[src/irq_enable_pkg.sv]
// shared constants and carrier types for the peripheral interrupt enable bank
`default_nettype none

package irq_enable_pkg;

  timeunit 1ns;
  timeprecision 1ps;

  // ==========================================================================
  // register map
  // ==========================================================================
  // offsets are word indices: a register's byte address is four times its index
  localparam logic [11:0] ENABLE_ONE_OFFSET = 12'h017;
  localparam logic [11:0] FLAGS_OFFSET = 12'h018;
  localparam logic [11:0] REQUEST_OFFSET = 12'h01C;
  localparam logic [7:0] ENABLE_ONE_RESET = 8'h00;
  localparam logic [31:0] UNMAPPED_READ_VALUE = 32'h00000000;

  // ==========================================================================
  // bit positions of the enable register and of the flag vector
  // ==========================================================================
  localparam int SERIAL_ONE_RX_FULL_BIT = 0;
  localparam int SERIAL_ONE_TX_EMPTY_BIT = 1;
  localparam int CAPTURE_ONE_BIT = 2;
  localparam int CAPTURE_TWO_BIT = 3;
  localparam int TIMER_ONE_BIT = 4;
  localparam int TIMER_TWO_BIT = 5;
  localparam int TIMER_THREE_BIT = 6;
  localparam int PORT_B_CHANGE_BIT = 7;

  // ==========================================================================
  // bus answers
  // ==========================================================================
  localparam logic [1:0] RESP_OKAY = 2'h0;
  localparam logic [1:0] RESP_SLVERR = 2'h2;

  typedef struct packed {
    logic port_b_change_irq_en;
    logic timer_three_irq_en;
    logic timer_two_irq_en;
    logic timer_one_irq_en;
    logic capture_two_irq_en;
    logic capture_one_irq_en;
    logic serial_one_tx_empty_irq_en;
    logic serial_one_rx_full_irq_en;
  } enable_one_t;

  typedef struct packed {
    logic [1:0] resp;
    logic [31:0] data;
  } read_answer_t;

endpackage

`default_nettype wire

[src/irq_gate.sv]
// per-source gating and request reduction of the peripheral interrupt flags
`default_nettype none

module irq_gate #(
  parameter int SOURCES = 8
) (
  // clock and reset
  input wire logic clk,
  input wire logic arst_n,
  // sources and enables
  input wire logic [SOURCES-1:0] flags,
  input wire logic [SOURCES-1:0] enables,
  // results
  output logic [SOURCES-1:0] gated_r,
  output logic request_r
);

  timeunit 1ns;
  timeprecision 1ps;

  logic [SOURCES-1:0] gated_nxt;
  logic request_nxt;

  // ==========================================================================
  // gating
  // ==========================================================================
  // each source sees only its own enable bit
  always_comb
  begin
    gated_nxt = flags & enables;
    request_nxt = |gated_nxt;
  end

  always_ff @(posedge clk or negedge arst_n)
  begin
    if (!arst_n)
    begin
      gated_r <= '0;
      request_r <= 1'b0;
    end
    else
    begin
      gated_r <= gated_nxt;
      request_r <= request_nxt;
    end
  end

endmodule

`default_nettype wire

[src/peripheral_irq_enable_bank.sv]
// peripheral interrupt enable bank with AXI4-Lite register slave
// Operation
// - one 8-bit register, one enable per peripheral source, at offset 17h.
// - all bits read/write by software and clear to zero on reset.
// - bit 7 enables the port B change-detect interrupt.
// - bit 6 enables the third timer interrupt.
// - bit 5 enables the second timer interrupt.
// - bit 4 enables the first timer interrupt.
// - bit 3 enables the second capture unit interrupt.
// - bit 2 enables the first capture unit interrupt.
// - bit 1 enables the serial port one transmit-empty interrupt.
// - bit 0 enables the serial port one receive-full interrupt.
// - the register only gates sources; each bit acts independently.
//
// Added by the designer: the AXI4-Lite interface to the registers.
`default_nettype none

module peripheral_irq_enable_bank (
  // clock and reset
  input wire logic clk,
  input wire logic arst_n,
  // axi4-lite write address
  input wire logic [11:0] s_axi_awaddr,
  input wire logic s_axi_awvalid,
  output logic s_axi_awready,
  // axi4-lite write data
  input wire logic [31:0] s_axi_wdata,
  input wire logic [3:0] s_axi_wstrb,
  input wire logic s_axi_wvalid,
  output logic s_axi_wready,
  // axi4-lite write response
  output logic [1:0] s_axi_bresp,
  output logic s_axi_bvalid,
  input wire logic s_axi_bready,
  // axi4-lite read address
  input wire logic [11:0] s_axi_araddr,
  input wire logic s_axi_arvalid,
  output logic s_axi_arready,
  // axi4-lite read data
  output logic [31:0] s_axi_rdata,
  output logic [1:0] s_axi_rresp,
  output logic s_axi_rvalid,
  input wire logic s_axi_rready,
  // peripheral flag sources
  input wire logic port_b_change_flag,
  input wire logic timer_three_flag,
  input wire logic timer_two_flag,
  input wire logic timer_one_flag,
  input wire logic capture_two_flag,
  input wire logic capture_one_flag,
  input wire logic serial_one_tx_empty_flag,
  input wire logic serial_one_rx_full_flag,
  // interrupt request to the core
  output logic [7:0] gated_flags,
  output logic periph_irq_req
);

  timeunit 1ns;
  timeprecision 1ps;

  // ==========================================================================
  // enable register and flag vector
  // ==========================================================================
  irq_enable_pkg::enable_one_t peripheral_irq_enable_one_r;
  irq_enable_pkg::enable_one_t peripheral_irq_enable_one_nxt;
  logic [7:0] flags;
  logic [7:0] flags_meta_r;
  logic [7:0] flags_sync_r;

  // flags placed in the enable register's bit order
  always_comb
  begin
    flags = '0;
    flags[irq_enable_pkg::PORT_B_CHANGE_BIT] = port_b_change_flag;
    flags[irq_enable_pkg::TIMER_THREE_BIT] = timer_three_flag;
    flags[irq_enable_pkg::TIMER_TWO_BIT] = timer_two_flag;
    flags[irq_enable_pkg::TIMER_ONE_BIT] = timer_one_flag;
    flags[irq_enable_pkg::CAPTURE_TWO_BIT] = capture_two_flag;
    flags[irq_enable_pkg::CAPTURE_ONE_BIT] = capture_one_flag;
    flags[irq_enable_pkg::SERIAL_ONE_TX_EMPTY_BIT] = serial_one_tx_empty_flag;
    flags[irq_enable_pkg::SERIAL_ONE_RX_FULL_BIT] = serial_one_rx_full_flag;
  end

  // flags arrive from outside this block's timing, so two stages first
  always_ff @(posedge clk or negedge arst_n)
  begin
    if (!arst_n)
    begin
      flags_meta_r <= '0;
      flags_sync_r <= '0;
    end
    else
    begin
      flags_meta_r <= flags;
      flags_sync_r <= flags_meta_r;
    end
  end

  // ==========================================================================
  // write channel state
  // ==========================================================================
  logic aw_held_r;
  logic aw_held_nxt;
  logic [11:0] aw_addr_r;
  logic [11:0] aw_addr_nxt;
  logic w_held_r;
  logic w_held_nxt;
  logic [31:0] w_data_r;
  logic [31:0] w_data_nxt;
  logic [3:0] w_strb_r;
  logic [3:0] w_strb_nxt;
  logic awready_r;
  logic awready_nxt;
  logic wready_r;
  logic wready_nxt;
  logic bvalid_r;
  logic bvalid_nxt;
  logic [1:0] bresp_r;
  logic [1:0] bresp_nxt;
  logic aw_take;
  logic w_take;
  logic do_write;

  // one register per aligned word; the low address bits select no byte
  function automatic logic at_index(input logic [11:0] addr, input logic [11:0] index);
    at_index = (addr[11:2] == index[9:0]);
  endfunction

  function automatic logic is_mapped(input logic [11:0] addr);
    is_mapped = at_index(addr, irq_enable_pkg::ENABLE_ONE_OFFSET)
             || at_index(addr, irq_enable_pkg::FLAGS_OFFSET)
             || at_index(addr, irq_enable_pkg::REQUEST_OFFSET);
  endfunction

  assign aw_take = s_axi_awvalid && awready_r;
  assign w_take = s_axi_wvalid && wready_r;
  // either order: address and data may land in different cycles
  assign do_write = aw_held_r && w_held_r && !bvalid_r;

  always_comb
  begin
    aw_held_nxt = aw_held_r;
    aw_addr_nxt = aw_addr_r;
    w_held_nxt = w_held_r;
    w_data_nxt = w_data_r;
    w_strb_nxt = w_strb_r;
    bvalid_nxt = bvalid_r;
    bresp_nxt = bresp_r;
    peripheral_irq_enable_one_nxt = peripheral_irq_enable_one_r;
    if (aw_take)
    begin
      aw_held_nxt = 1'b1;
      aw_addr_nxt = s_axi_awaddr;
    end
    if (w_take)
    begin
      w_held_nxt = 1'b1;
      w_data_nxt = s_axi_wdata;
      w_strb_nxt = s_axi_wstrb;
    end
    if (do_write)
    begin
      aw_held_nxt = 1'b0;
      w_held_nxt = 1'b0;
      bvalid_nxt = 1'b1;
      bresp_nxt = irq_enable_pkg::RESP_OKAY;
      // the 8-bit register fills byte lane 0 of its own word
      if (at_index(aw_addr_r, irq_enable_pkg::ENABLE_ONE_OFFSET))
      begin
        if (w_strb_r[0])
          peripheral_irq_enable_one_nxt = w_data_r[7:0];
      end
      else if (!is_mapped(aw_addr_r))
        bresp_nxt = irq_enable_pkg::RESP_SLVERR;
    end
    else if (bvalid_r && s_axi_bready)
      bvalid_nxt = 1'b0;
    // ready low while a half is held, so at most one write is under way
    awready_nxt = !aw_held_nxt && !bvalid_nxt;
    wready_nxt = !w_held_nxt && !bvalid_nxt;
  end

  always_ff @(posedge clk or negedge arst_n)
  begin
    if (!arst_n)
    begin
      aw_held_r <= 1'b0;
      aw_addr_r <= '0;
      w_held_r <= 1'b0;
      w_data_r <= '0;
      w_strb_r <= '0;
      awready_r <= 1'b0;
      wready_r <= 1'b0;
      bvalid_r <= 1'b0;
      bresp_r <= irq_enable_pkg::RESP_OKAY;
      peripheral_irq_enable_one_r <= irq_enable_pkg::ENABLE_ONE_RESET;
    end
    else
    begin
      aw_held_r <= aw_held_nxt;
      aw_addr_r <= aw_addr_nxt;
      w_held_r <= w_held_nxt;
      w_data_r <= w_data_nxt;
      w_strb_r <= w_strb_nxt;
      awready_r <= awready_nxt;
      wready_r <= wready_nxt;
      bvalid_r <= bvalid_nxt;
      bresp_r <= bresp_nxt;
      peripheral_irq_enable_one_r <= peripheral_irq_enable_one_nxt;
    end
  end

  // ==========================================================================
  // read channel
  // ==========================================================================
  logic arready_r;
  logic arready_nxt;
  logic rvalid_r;
  logic rvalid_nxt;
  irq_enable_pkg::read_answer_t rans_r;
  irq_enable_pkg::read_answer_t rans_nxt;
  logic [7:0] gated_w;
  logic request_w;

  function automatic irq_enable_pkg::read_answer_t read_word(
    input logic [11:0] addr,
    input logic [7:0] enables,
    input logic [7:0] flag_bits,
    input logic req
  );
    irq_enable_pkg::read_answer_t ans;
    ans.resp = irq_enable_pkg::RESP_OKAY;
    ans.data = irq_enable_pkg::UNMAPPED_READ_VALUE;
    if (at_index(addr, irq_enable_pkg::ENABLE_ONE_OFFSET))
      ans.data = {24'h000000, enables};
    else if (at_index(addr, irq_enable_pkg::FLAGS_OFFSET))
      ans.data = {24'h000000, flag_bits};
    else if (at_index(addr, irq_enable_pkg::REQUEST_OFFSET))
      ans.data = {31'h00000000, req};
    else
      ans.resp = irq_enable_pkg::RESP_SLVERR;
    read_word = ans;
  endfunction

  always_comb
  begin
    rvalid_nxt = rvalid_r;
    rans_nxt = rans_r;
    if (s_axi_arvalid && arready_r)
    begin
      rvalid_nxt = 1'b1;
      rans_nxt = read_word(s_axi_araddr, peripheral_irq_enable_one_r, flags_sync_r, request_w);
    end
    else if (rvalid_r && s_axi_rready)
      rvalid_nxt = 1'b0;
    arready_nxt = !rvalid_nxt;
  end

  always_ff @(posedge clk or negedge arst_n)
  begin
    if (!arst_n)
    begin
      arready_r <= 1'b0;
      rvalid_r <= 1'b0;
      rans_r <= '0;
    end
    else
    begin
      arready_r <= arready_nxt;
      rvalid_r <= rvalid_nxt;
      rans_r <= rans_nxt;
    end
  end

  // ==========================================================================
  // gating of flags by enables
  // ==========================================================================
  irq_gate #(
    .SOURCES(8)
  ) u_gate (
    .clk(clk),
    .arst_n(arst_n),
    .flags(flags_sync_r),
    .enables(peripheral_irq_enable_one_r),
    .gated_r(gated_w),
    .request_r(request_w)
  );

  // ==========================================================================
  // outputs
  // ==========================================================================
  assign s_axi_awready = awready_r;
  assign s_axi_wready = wready_r;
  assign s_axi_bvalid = bvalid_r;
  assign s_axi_bresp = bresp_r;
  assign s_axi_arready = arready_r;
  assign s_axi_rvalid = rvalid_r;
  assign s_axi_rdata = rans_r.data;
  assign s_axi_rresp = rans_r.resp;
  assign gated_flags = gated_w;
  assign periph_irq_req = request_w;

endmodule

`default_nettype wire

[config.mk]
export PLATFORM = sky130hd
export DESIGN_NAME = peripheral_irq_enable_bank
export DESIGN_NICKNAME = d
export VERILOG_FILES = /design/src/irq_enable_pkg.sv /design/src/irq_gate.sv /design/src/peripheral_irq_enable_bank.sv
export SDC_FILE = /design/constraint.sdc
export NUM_CORES = 1
export LEC_CHECK = 0
export ABC_AREA = 1
export BUFFER_PORTS_ARGS = -buffer_cell sky130_fd_sc_hd__buf_4
export CAP_MARGIN = 0
export CELL_PAD_IN_SITES_DETAIL_PLACEMENT = 0
export CELL_PAD_IN_SITES_GLOBAL_PLACEMENT = 2
export CORE_MARGIN = 2
export CORE_UTILIZATION = 29
export DETAILED_ROUTE_END_ITERATION = 12
export HOLD_SLACK_MARGIN = 0.08
export PLACE_DENSITY_LB_ADDON = 0.15
export SLEW_MARGIN = 40
export SYNTH_ARGS = -nofsm -noshare
export SYNTH_HDL_FRONTEND = slang
export SYNTH_SLANG_ARGS = --single-unit
export TNS_END_PERCENT = 50
[constraint.sdc]
create_clock -name clk -period 2.4 [get_ports clk]
set_clock_uncertainty 0.15 [all_clocks]
set_input_delay 0.12 -clock clk [delete_from_list [all_inputs] [get_ports clk]]
set_output_delay 0.12 -clock clk [all_outputs]
set_load 0.005 [all_outputs]
* Word level (Yosys, flattened, before mapping) *
Index checks and enable logic that the tools add are counted.

storage, ports and cells
  flip-flop bits (word level) = 97
  bits of input ports = 75

operators by class
  eq/ne operators = 6
  muxes and demuxes = 16
  bitwise operators = 1
  reduce and logical (&&, ||, !) cells = 18

operators with widths
  operator                                        number
  == test 10 x 5 -> 1 bit, second input constant  6
  two-way mux 8 bit                               2
  two-way mux 2 bit                               5
  logical AND 1 bit                               9
  two-way mux 1 bit                               9
  AND 8 bit                                       1
  OR reduction 8 bit                              1
  logical NOT 1 bit                               5
  AND reduction 3 bit                             1
  logical OR 1 bit                                2

* Logic depth before layout (Yosys ltp) *
Gate-level depths: netlist (run 1).

  word-level depth = 5
  mapped depth = 8
  gate-level depth less buffers = 8

* Hierarchy *
A second synthesis (run 1) with hierarchy kept.

unflattened totals
  cell total of the unflattened synthesis = 315
  area total of the unflattened synthesis = 2861.5 sq um

by module, submodules not included
  module                      instances  cells an instance  area an instance (sq um)  seq. area each (sq um)
  peripheral_irq_enable_bank  1          283                2549.9                    1501.4
  irq_gate                    1          32                 311.5                     225.2

* Least setup slack after synthesis (run 1) *
Ideal clock, no wire load.

  kind = reg-to-reg
  start point = register aw_addr_r[11]
  end point = register peripheral_irq_enable_one_r[7] (netlist bit)
  library setup time = 117 ps
  arrival = 1124 ps
  setup slack = 1009 ps
  stages on the path, launching flop included = 7
  buffers on the path = 1
  clock period less this slack = 1391 ps
  path through = dfrtp_1 or2_4 nor2_4 nand4_4 buf_6 nand2_2 o21ai_2

between the ends
  cells in the longest elaborated chain, start to end = 2

ends and longest elaborated chain
  what                           RTL line                           source
  from (decl)                    peripheral_irq_enable_bank.sv:104  logic [11:0] aw_addr_r;
  from (signal assigned)         peripheral_irq_enable_bank.sv:201  aw_addr_r <= aw_addr_nxt;
  == test 10 x 5 -> 1 bit        peripheral_irq_enable_bank.sv:126  at_index = (addr[11:2] == index[9:0]);
  AND reduction 3 bit (no line)  --
  to (signal assigned)           peripheral_irq_enable_bank.sv:196  peripheral_irq_enable_one_r <= irq_enable_pkg::ENABLE_ONE_RESET;
  to (signal assigned)           peripheral_irq_enable_bank.sv:209  peripheral_irq_enable_one_r <= peripheral_irq_enable_one_nxt;
  to (decl)                      peripheral_irq_enable_bank.sv:64   irq_enable_pkg::enable_one_t peripheral_irq_enable_one_r;

Every way passes these cells.
A chain may end at the register's enable or synchronous reset.

* Worst setup path in the final report (run 1) *
  start point = register wready_r, in the netlist s_axi_wready
  end point = register w_strb_r[0]

between the ends
  cells in the longest elaborated chain, start to end = 1

ends and longest elaborated chain
  what                    RTL line                           source
  from (decl)             peripheral_irq_enable_bank.sv:114  logic wready_r;
  from (signal assigned)  peripheral_irq_enable_bank.sv:206  wready_r <= wready_nxt;
  logical AND 1 bit       peripheral_irq_enable_bank.sv:136  assign w_take = s_axi_wvalid && wready_r;
  to (signal assigned)    peripheral_irq_enable_bank.sv:204  w_strb_r <= w_strb_nxt;
  to (decl)               peripheral_irq_enable_bank.sv:110  logic [3:0] w_strb_r;

Every way passes these cells.

==> results.json, run 1 <==
{
  "core_um2": 9730,
  "vdd_drop_max_mv": 0.473,
  "cts-root-buf": "clkbuf_8",
  "setup_viol": 0,
  "crit_required_ns": 2.47,
  "post_synth_num_cell_types": 24,
  "rrSetupSlack_ns": 0.55,
  "ant_nets": 0,
  "synth-seq-cells": 69,
  "layout_setup_ws_ns": 0.545,
  "power.density_nw_per_um2": 786,
  "arrival_ns": 1.92,
  "synth_top_area_share_pct": 59.4,
  "pin_count": 125,
  "htreeDepth": 3,
  "async_flop_share_pct": 100,
  "clk_pin_slew_ns": 0.08,
  "grt_pass1_vias": 2157,
  "postCtsSetupBuffers": 0,
  "tightest_slew_ns": 0.636,
  "cts_buffer_depth": 2,
  "synth_edf_count": 0,
  "synthFlopType": "dfrtp_1",
  "status": "complete, no violations",
  "tritoncts": "built",
  "drt_pre_antenna_iters": 4,
  "syn_area_um2": 2910,
  "hold_viol": 0,
  "via_per_inst": 3.89,
  "insertion_delay_ns": 0.34,
  "seq_area_frac_synth_pct": 59.4,
  "r2r-start": "s_axi_wready",
  "p_leak_nw": 2.15,
  "area_growth_pct": 37.5,
  "post_cts_resized": 0,
  "synthCells": 307,
  "drtIter0Drc": 85,
  "period_share_pct": 77.3,
  "final_cell_mix": "nand2_1, dfrtp_1, buf_4",
  "grt_usage_pct": 11.8,
  "cts_hold_buf": 32,
  "hold_path.class": "input port to flop",
  "cts_made_buffers": 9,
  "worst_hold_slack_ns": 0.0927,
  "fmax_ghz": 0.539,
  "yosys-top-cells-area": "dfrtp_1, nand2_1, buf_4",
  "drv_cap": 0,
  "wl_mm": 5.93,
  "rr_worst_depth": 5,
  "finalSetupTns_ns": 0,
  "fin_crit_ns": 1.85,
  "io_buffers": 67,
  "cp_max_fo": 18,
  "antenna_found_initial": 0,
  "overflow": 0,
  "globalplace.congestion": 0.725,
  "place_ws_ns": 0.830,
  "nets": 488,
  "critPathCaptureType": "flop",
  "route.detailed.drc": 0,
  "rsz0062_at_grt": "false",
  "die_y_um": 104,
  "slew_headroom_pct": 57.6,
  "drive_gt1_share_pct": 24.6,
  "die_w_um": 104,
  "wl_per_cell_um": 10.8,
  "startpoint_type": "flop",
  "dpl.hpwl_mm": 4.05,
  "syn_area_per_cell_um2": 9.47,
  "ys_warn_count": 0,
  "die_area_um2": 10800,
  "crit_path_start": "s_axi_wready",
  "crit_type": "flop to flop",
  "maxSlewViolCount": 0,
  "grt_pass1_wl_mm": 10.2,
  "clkSinkCount": 69,
  "rows": 36,
  "via_count": 2145,
  "antennaDiodeCount": 0,
  "grt_max_degree": 70,
  "reg2reg_to": "w_strb_r[0]",
  "layout_commonest_cell": "nand2_1",
  "critPathCapture": "w_strb_r[0]",
  "synth_top_area_cell": "dfrtp_1",
  "initial_core_util_pct": 29.9
}
synthesized netlist by cell type (2+ instances only):
cell and count:
buf_2 3, dfrtp_1 69, nand2_2 2, clkbuf_1 2, buf_4 26, o21ai_1 3, o21ai_2 8, nor2_1 11
inv_1 41, nand4_1 9, nand2_1 94, clkinv_1 2, nor4_1 2, o21ai_0 18, nand3_1 7, nand4_4 2
report_power, final:
group	internal, W	leakage (nW)	switching [W]	total, W
Combinational	0.000283	1.16	0.000356	0.000639
Sequential	0.00139	0.878	0.000128	0.00152
Clock	0.000539	0.110	0.000445	0.000984
cells by family (layout without fill, tap and decap cells):
logic type,count (synthesis),count (layout),share of synthesized area (%)
AO/OA/AOI/OAI,30,30,6.20
flip-flops,69,69,59.4
buffers and inverters,75,161,13.4
AND/OR/NAND/NOR,132,132,20.8
other,1,26,0.129
worst min-delay path by stage:
stage                   startpoint               to  slack, ns  cells after the start
floorplan                   arst_n    aw_addr_r[10]      -0.33                      0
global placement    timer_one_flag  flags_meta_r[4]       0.08                      1
detailed placement          arst_n   s_axi_rdata[0]       0.03                      1
CTS                  s_axi_awvalid    aw_addr_r[11]       0.09                      4
global route         s_axi_awvalid    aw_addr_r[11]       0.12                      4
finish               s_axi_awvalid     aw_addr_r[2]       0.09                      4
metrics by stage:
stage | cell area, um2 | power [W] | utilization (%) | instances
finish | 4000 | 0.00314 | 41.1 | 551
global route | 4000 | 0.00335 | 41.1 | 551
CTS | 4000 | 0.00320 | 41.1 | 551
detailed placement | 3470 | 0.00214 | 35.6 | 503
global placement | 3460 | 0.00213 | 35.6 | 503
floorplan | 3000 | 0.00193 | - | 332
metal layers:
metal	up-vias	track usage [%]	part of all wire, %	wire length (um)
met5	-	0	0	0
li1	1110	-	-	-
met3	6	3.82	6.1	363
met1	969	14.9	46	2760
met4	0	4.63	1.1	64
met2	60	18.7	46	2750
critical path: stages, from the launching register on:
cell           delay [ns]
dfrtp_1              0.39
nand2_1              0.09
clkinv_1             0.35
nand2_1              0.16
nand2_1              0.05
dlygate4sd3_1        0.55
area by class of cell:
type | count | area [um2]
inverter | 43 | 161
multi-input combinational | 188 | 883
sequential | 69 | 1730
clock inverter | 5 | 57.6
tap | 133 | 166
clock buffer | 11 | 151
fill | 1037 | 5730
timing repair buffer | 102 | 850
registers in the layout (all words and copies together), names as in the netlist, 8 cells and up:
register / flops
s_axi_rdata: 8
flags_meta_r: 8
aw_addr_r: 10
w_data_r: 8
peripheral_irq_enable_one_r: 8
flags_sync_r: 8
u_gate.gated_r: 8
Note: power is estimated with default switching activity, not from simulation.
==> inputs of run 2 (changes only) <==
--- a/config.mk
+++ b/config.mk
@@ -11,7 +11,7 @@
 export CELL_PAD_IN_SITES_DETAIL_PLACEMENT = 0
 export CELL_PAD_IN_SITES_GLOBAL_PLACEMENT = 2
 export CORE_MARGIN = 2
-export CORE_UTILIZATION = 29
+export CORE_UTILIZATION = 24
 export DETAILED_ROUTE_END_ITERATION = 12
 export HOLD_SLACK_MARGIN = 0.08
 export PLACE_DENSITY_LB_ADDON = 0.15
==> constraint.sdc (replaced) <==
create_clock -name clk -period 1.5 [get_ports clk]
set_clock_uncertainty 0.15 [all_clocks]
set_input_delay 0.075 -clock clk [delete_from_list [all_inputs] [get_ports clk]]
set_output_delay 0.075 -clock clk [all_outputs]
set_load 0.005 [all_outputs]
==> run 2 against run 1 <==
Against the previous run:
- clock power rose by 110%
- non-clock buffer count rose by 9
- via count rose by 1.7%
- global-route usage fell by 1.6 points
- maximum frequency rose by 29%
- setup slack got worse by 0.48 ns
- first-iteration DRC count fell by 1.2%
- critical path type unchanged
==> results.json, run 2 (same netlist as run 1, synthesis figures left out) <==
{
  "fin_util_pct": 35.3,
  "period_share_pct": 95.8,
  "power.density_nw_per_um2": 1320,
  "area_growth_pct": 44.5,
  "status": "complete, no violations",
  "largest-register": "aw_addr_r",
  "cp_max_fo": 16,
  "path_cells": "or2_4 -> nor2_4 -> nand4_4 -> buf_12 -> nand2_1 -> o21ai_2",
  "postCtsSetupBuffers": 0,
  "dpl.hpwl_mm": 4.36,
  "final_cells": 573,
  "antennaDiodeCount": 0,
  "nets": 497,
  "placed_area_um2": 3570,
  "stdcell_area_um2": 4200,
  "ant_nets": 0,
  "crit_required_ns": 1.56,
  "drt_pre_antenna_iters": 4,
  "drive_gt1_share_pct": 26.1,
  "clk_pin_slew_ns": 0.06,
  "insertion_delay_ns": 0.32,
  "arrival_ns": 1.49,
  "reg2reg_to": "peripheral_irq_enable_one_r[1]",
  "setup_viol": 0,
  "r2r-start": "aw_addr_r[10]",
  "worst-path-buf-inv": 1,
  "htreeDepth": 3,
  "rr_worst_depth": 6,
  "grt_pass1_wl_mm": 10.4,
  "globalplace.congestion": 0.683,
  "hold_viol": 0,
  "via_count": 2182,
  "cts_made_buffers": 9,
  "crit_slowest_cell": "dfrtp_1",
  "layout_commonest_cell": "nand2_1",
  "cp.depth": 6,
  "min-delay-start": "s_axi_araddr[7]",
  "vdd_drop_max_mv": 0.630,
  "critPathCaptureType": "flop",
  "grt_max_degree": 70,
  "grt_usage_pct": 10.2,
  "tritoncts": "built",
  "wl_mm": 6.21,
  "wl_per_cell_um": 10.8,
  "holdPathStages": 7,
  "finalSetupTns_ns": 0,
  "pin_count": 125,
  "die_w_um": 114,
  "io_buffers": 67,
  "initial_core_util_pct": 24.4,
  "overflow": 0,
  "drv_cap": 0,
  "startpoint_type": "flop",
  "antenna_found_initial": 0,
  "fill_cells": 1267,
  "drtIter0Drc": 84,
  "rows": 40,
  "largest_register_ffs": 10,
  "critical-path-top-delay-family": "simple AND/OR/NAND/NOR gates",
  "clkSinkCount": 69,
  "placed_cells": 525,
  "core_um2": 11900,
  "slowest_delay_ns": 0.37,
  "crit_type": "flop to flop",
  "p_leak_nw": 2.23,
  "whs_endpoint": "s_axi_rresp[1]",
  "rsz0062_at_grt": "false",
  "final_cell_mix": "nand2_1, buf_4, dfrtp_1",
  "cts-root-buf": "clkbuf_16",
  "route.detailed.drc": 0,
  "fin_crit_ns": 1.44,
  "fmax_ghz": 0.696,
  "via_per_inst": 3.81,
  "cts_buffer_depth": 2,
  "grt_pass1_vias": 2239,
  "hold_path.class": "input port to flop",
  "maxSlewViolCount": 0,
  "die_area_um2": 13000,
  "die_y_um": 114,
  "rrSetupSlack_ns": 0.06
}
run 2: cell count changes in the layout (fill, tap and decap cells not counted), sizes merged:
cell,change
dlygate4sd3,+1
clkinv,-2
inv,-1
buf,+8
clkbuf,+1
clkinvlp,+1
run 2: power breakdown:
part	total [W]	internal (W)	switching, W
combinational	0.00107	0.000484	0.000590
clock	0.00206	0.00133	0.000731
sequential	0.00243	0.00223	0.000201
total	0.00556	0.00404	0.00152
run 2: metal layers:
layer  vias up  share of wire, %  GRT usage, %
met1       997                46          12.8
met2        54                47          16.4
met3         8               5.5          3.44
li1       1123                 -             -
met4         0               1.2          3.41
met5         -                 0             0
run 2: worst max path at each step:
stage / from / end
after detailed placement: aw_addr_r[11] / peripheral_irq_enable_one_r[4]
after CTS: aw_addr_r[11] / peripheral_irq_enable_one_r[2]
after floorplan: aw_addr_r[11] / peripheral_irq_enable_one_r[7]
after global routing: aw_addr_r[10] / peripheral_irq_enable_one_r[1]
final: aw_addr_r[10] / peripheral_irq_enable_one_r[1]
after global placement: aw_addr_r[11] / peripheral_irq_enable_one_r[0]
run 2: area by class of cell:
class                   instances  area (um2)  area share (%)
clock buffers                  12         246            5.87
clock inverters                 3        46.3            1.10
inverters                      43         161            3.84
multi-input cells             188         895            21.3
flip-flops and latches         69        1730            41.1
well taps                     147         184            4.38
repair buffers                111         941            22.4
run 2: timing repair:
item / 4_1_cts / 5_1_grt
setup endpoints to repair: 0 / 5
gates resized for setup: 0 / 3
hold endpoints to repair: 112 / 0
hold buffers: 33 / 0
run 2: tightest hold or removal path, cell delays in order:
cell and delay (ns):
buf_4 0.09, nor2_1 0.04, nand2_1 0.05, nor2_1 0.05
nand2_1 0.05, nand3_1 0.06, o21ai_0 0.13
run 2: metrics by stage:
step / setup slack, ns / hold WS (ns) / power [W]
floorplan: 0.109 / -0.371 / 0.00308
global placement: 0.0670 / -0.0304 / 0.00348
detailed placement: 0.0648 / -0.0280 / 0.00349
CTS: 0.0414 / 0.105 / 0.00567
global route: 0.00419 / 0.138 / 0.00593
finish: 0.0635 / 0.100 / 0.00556
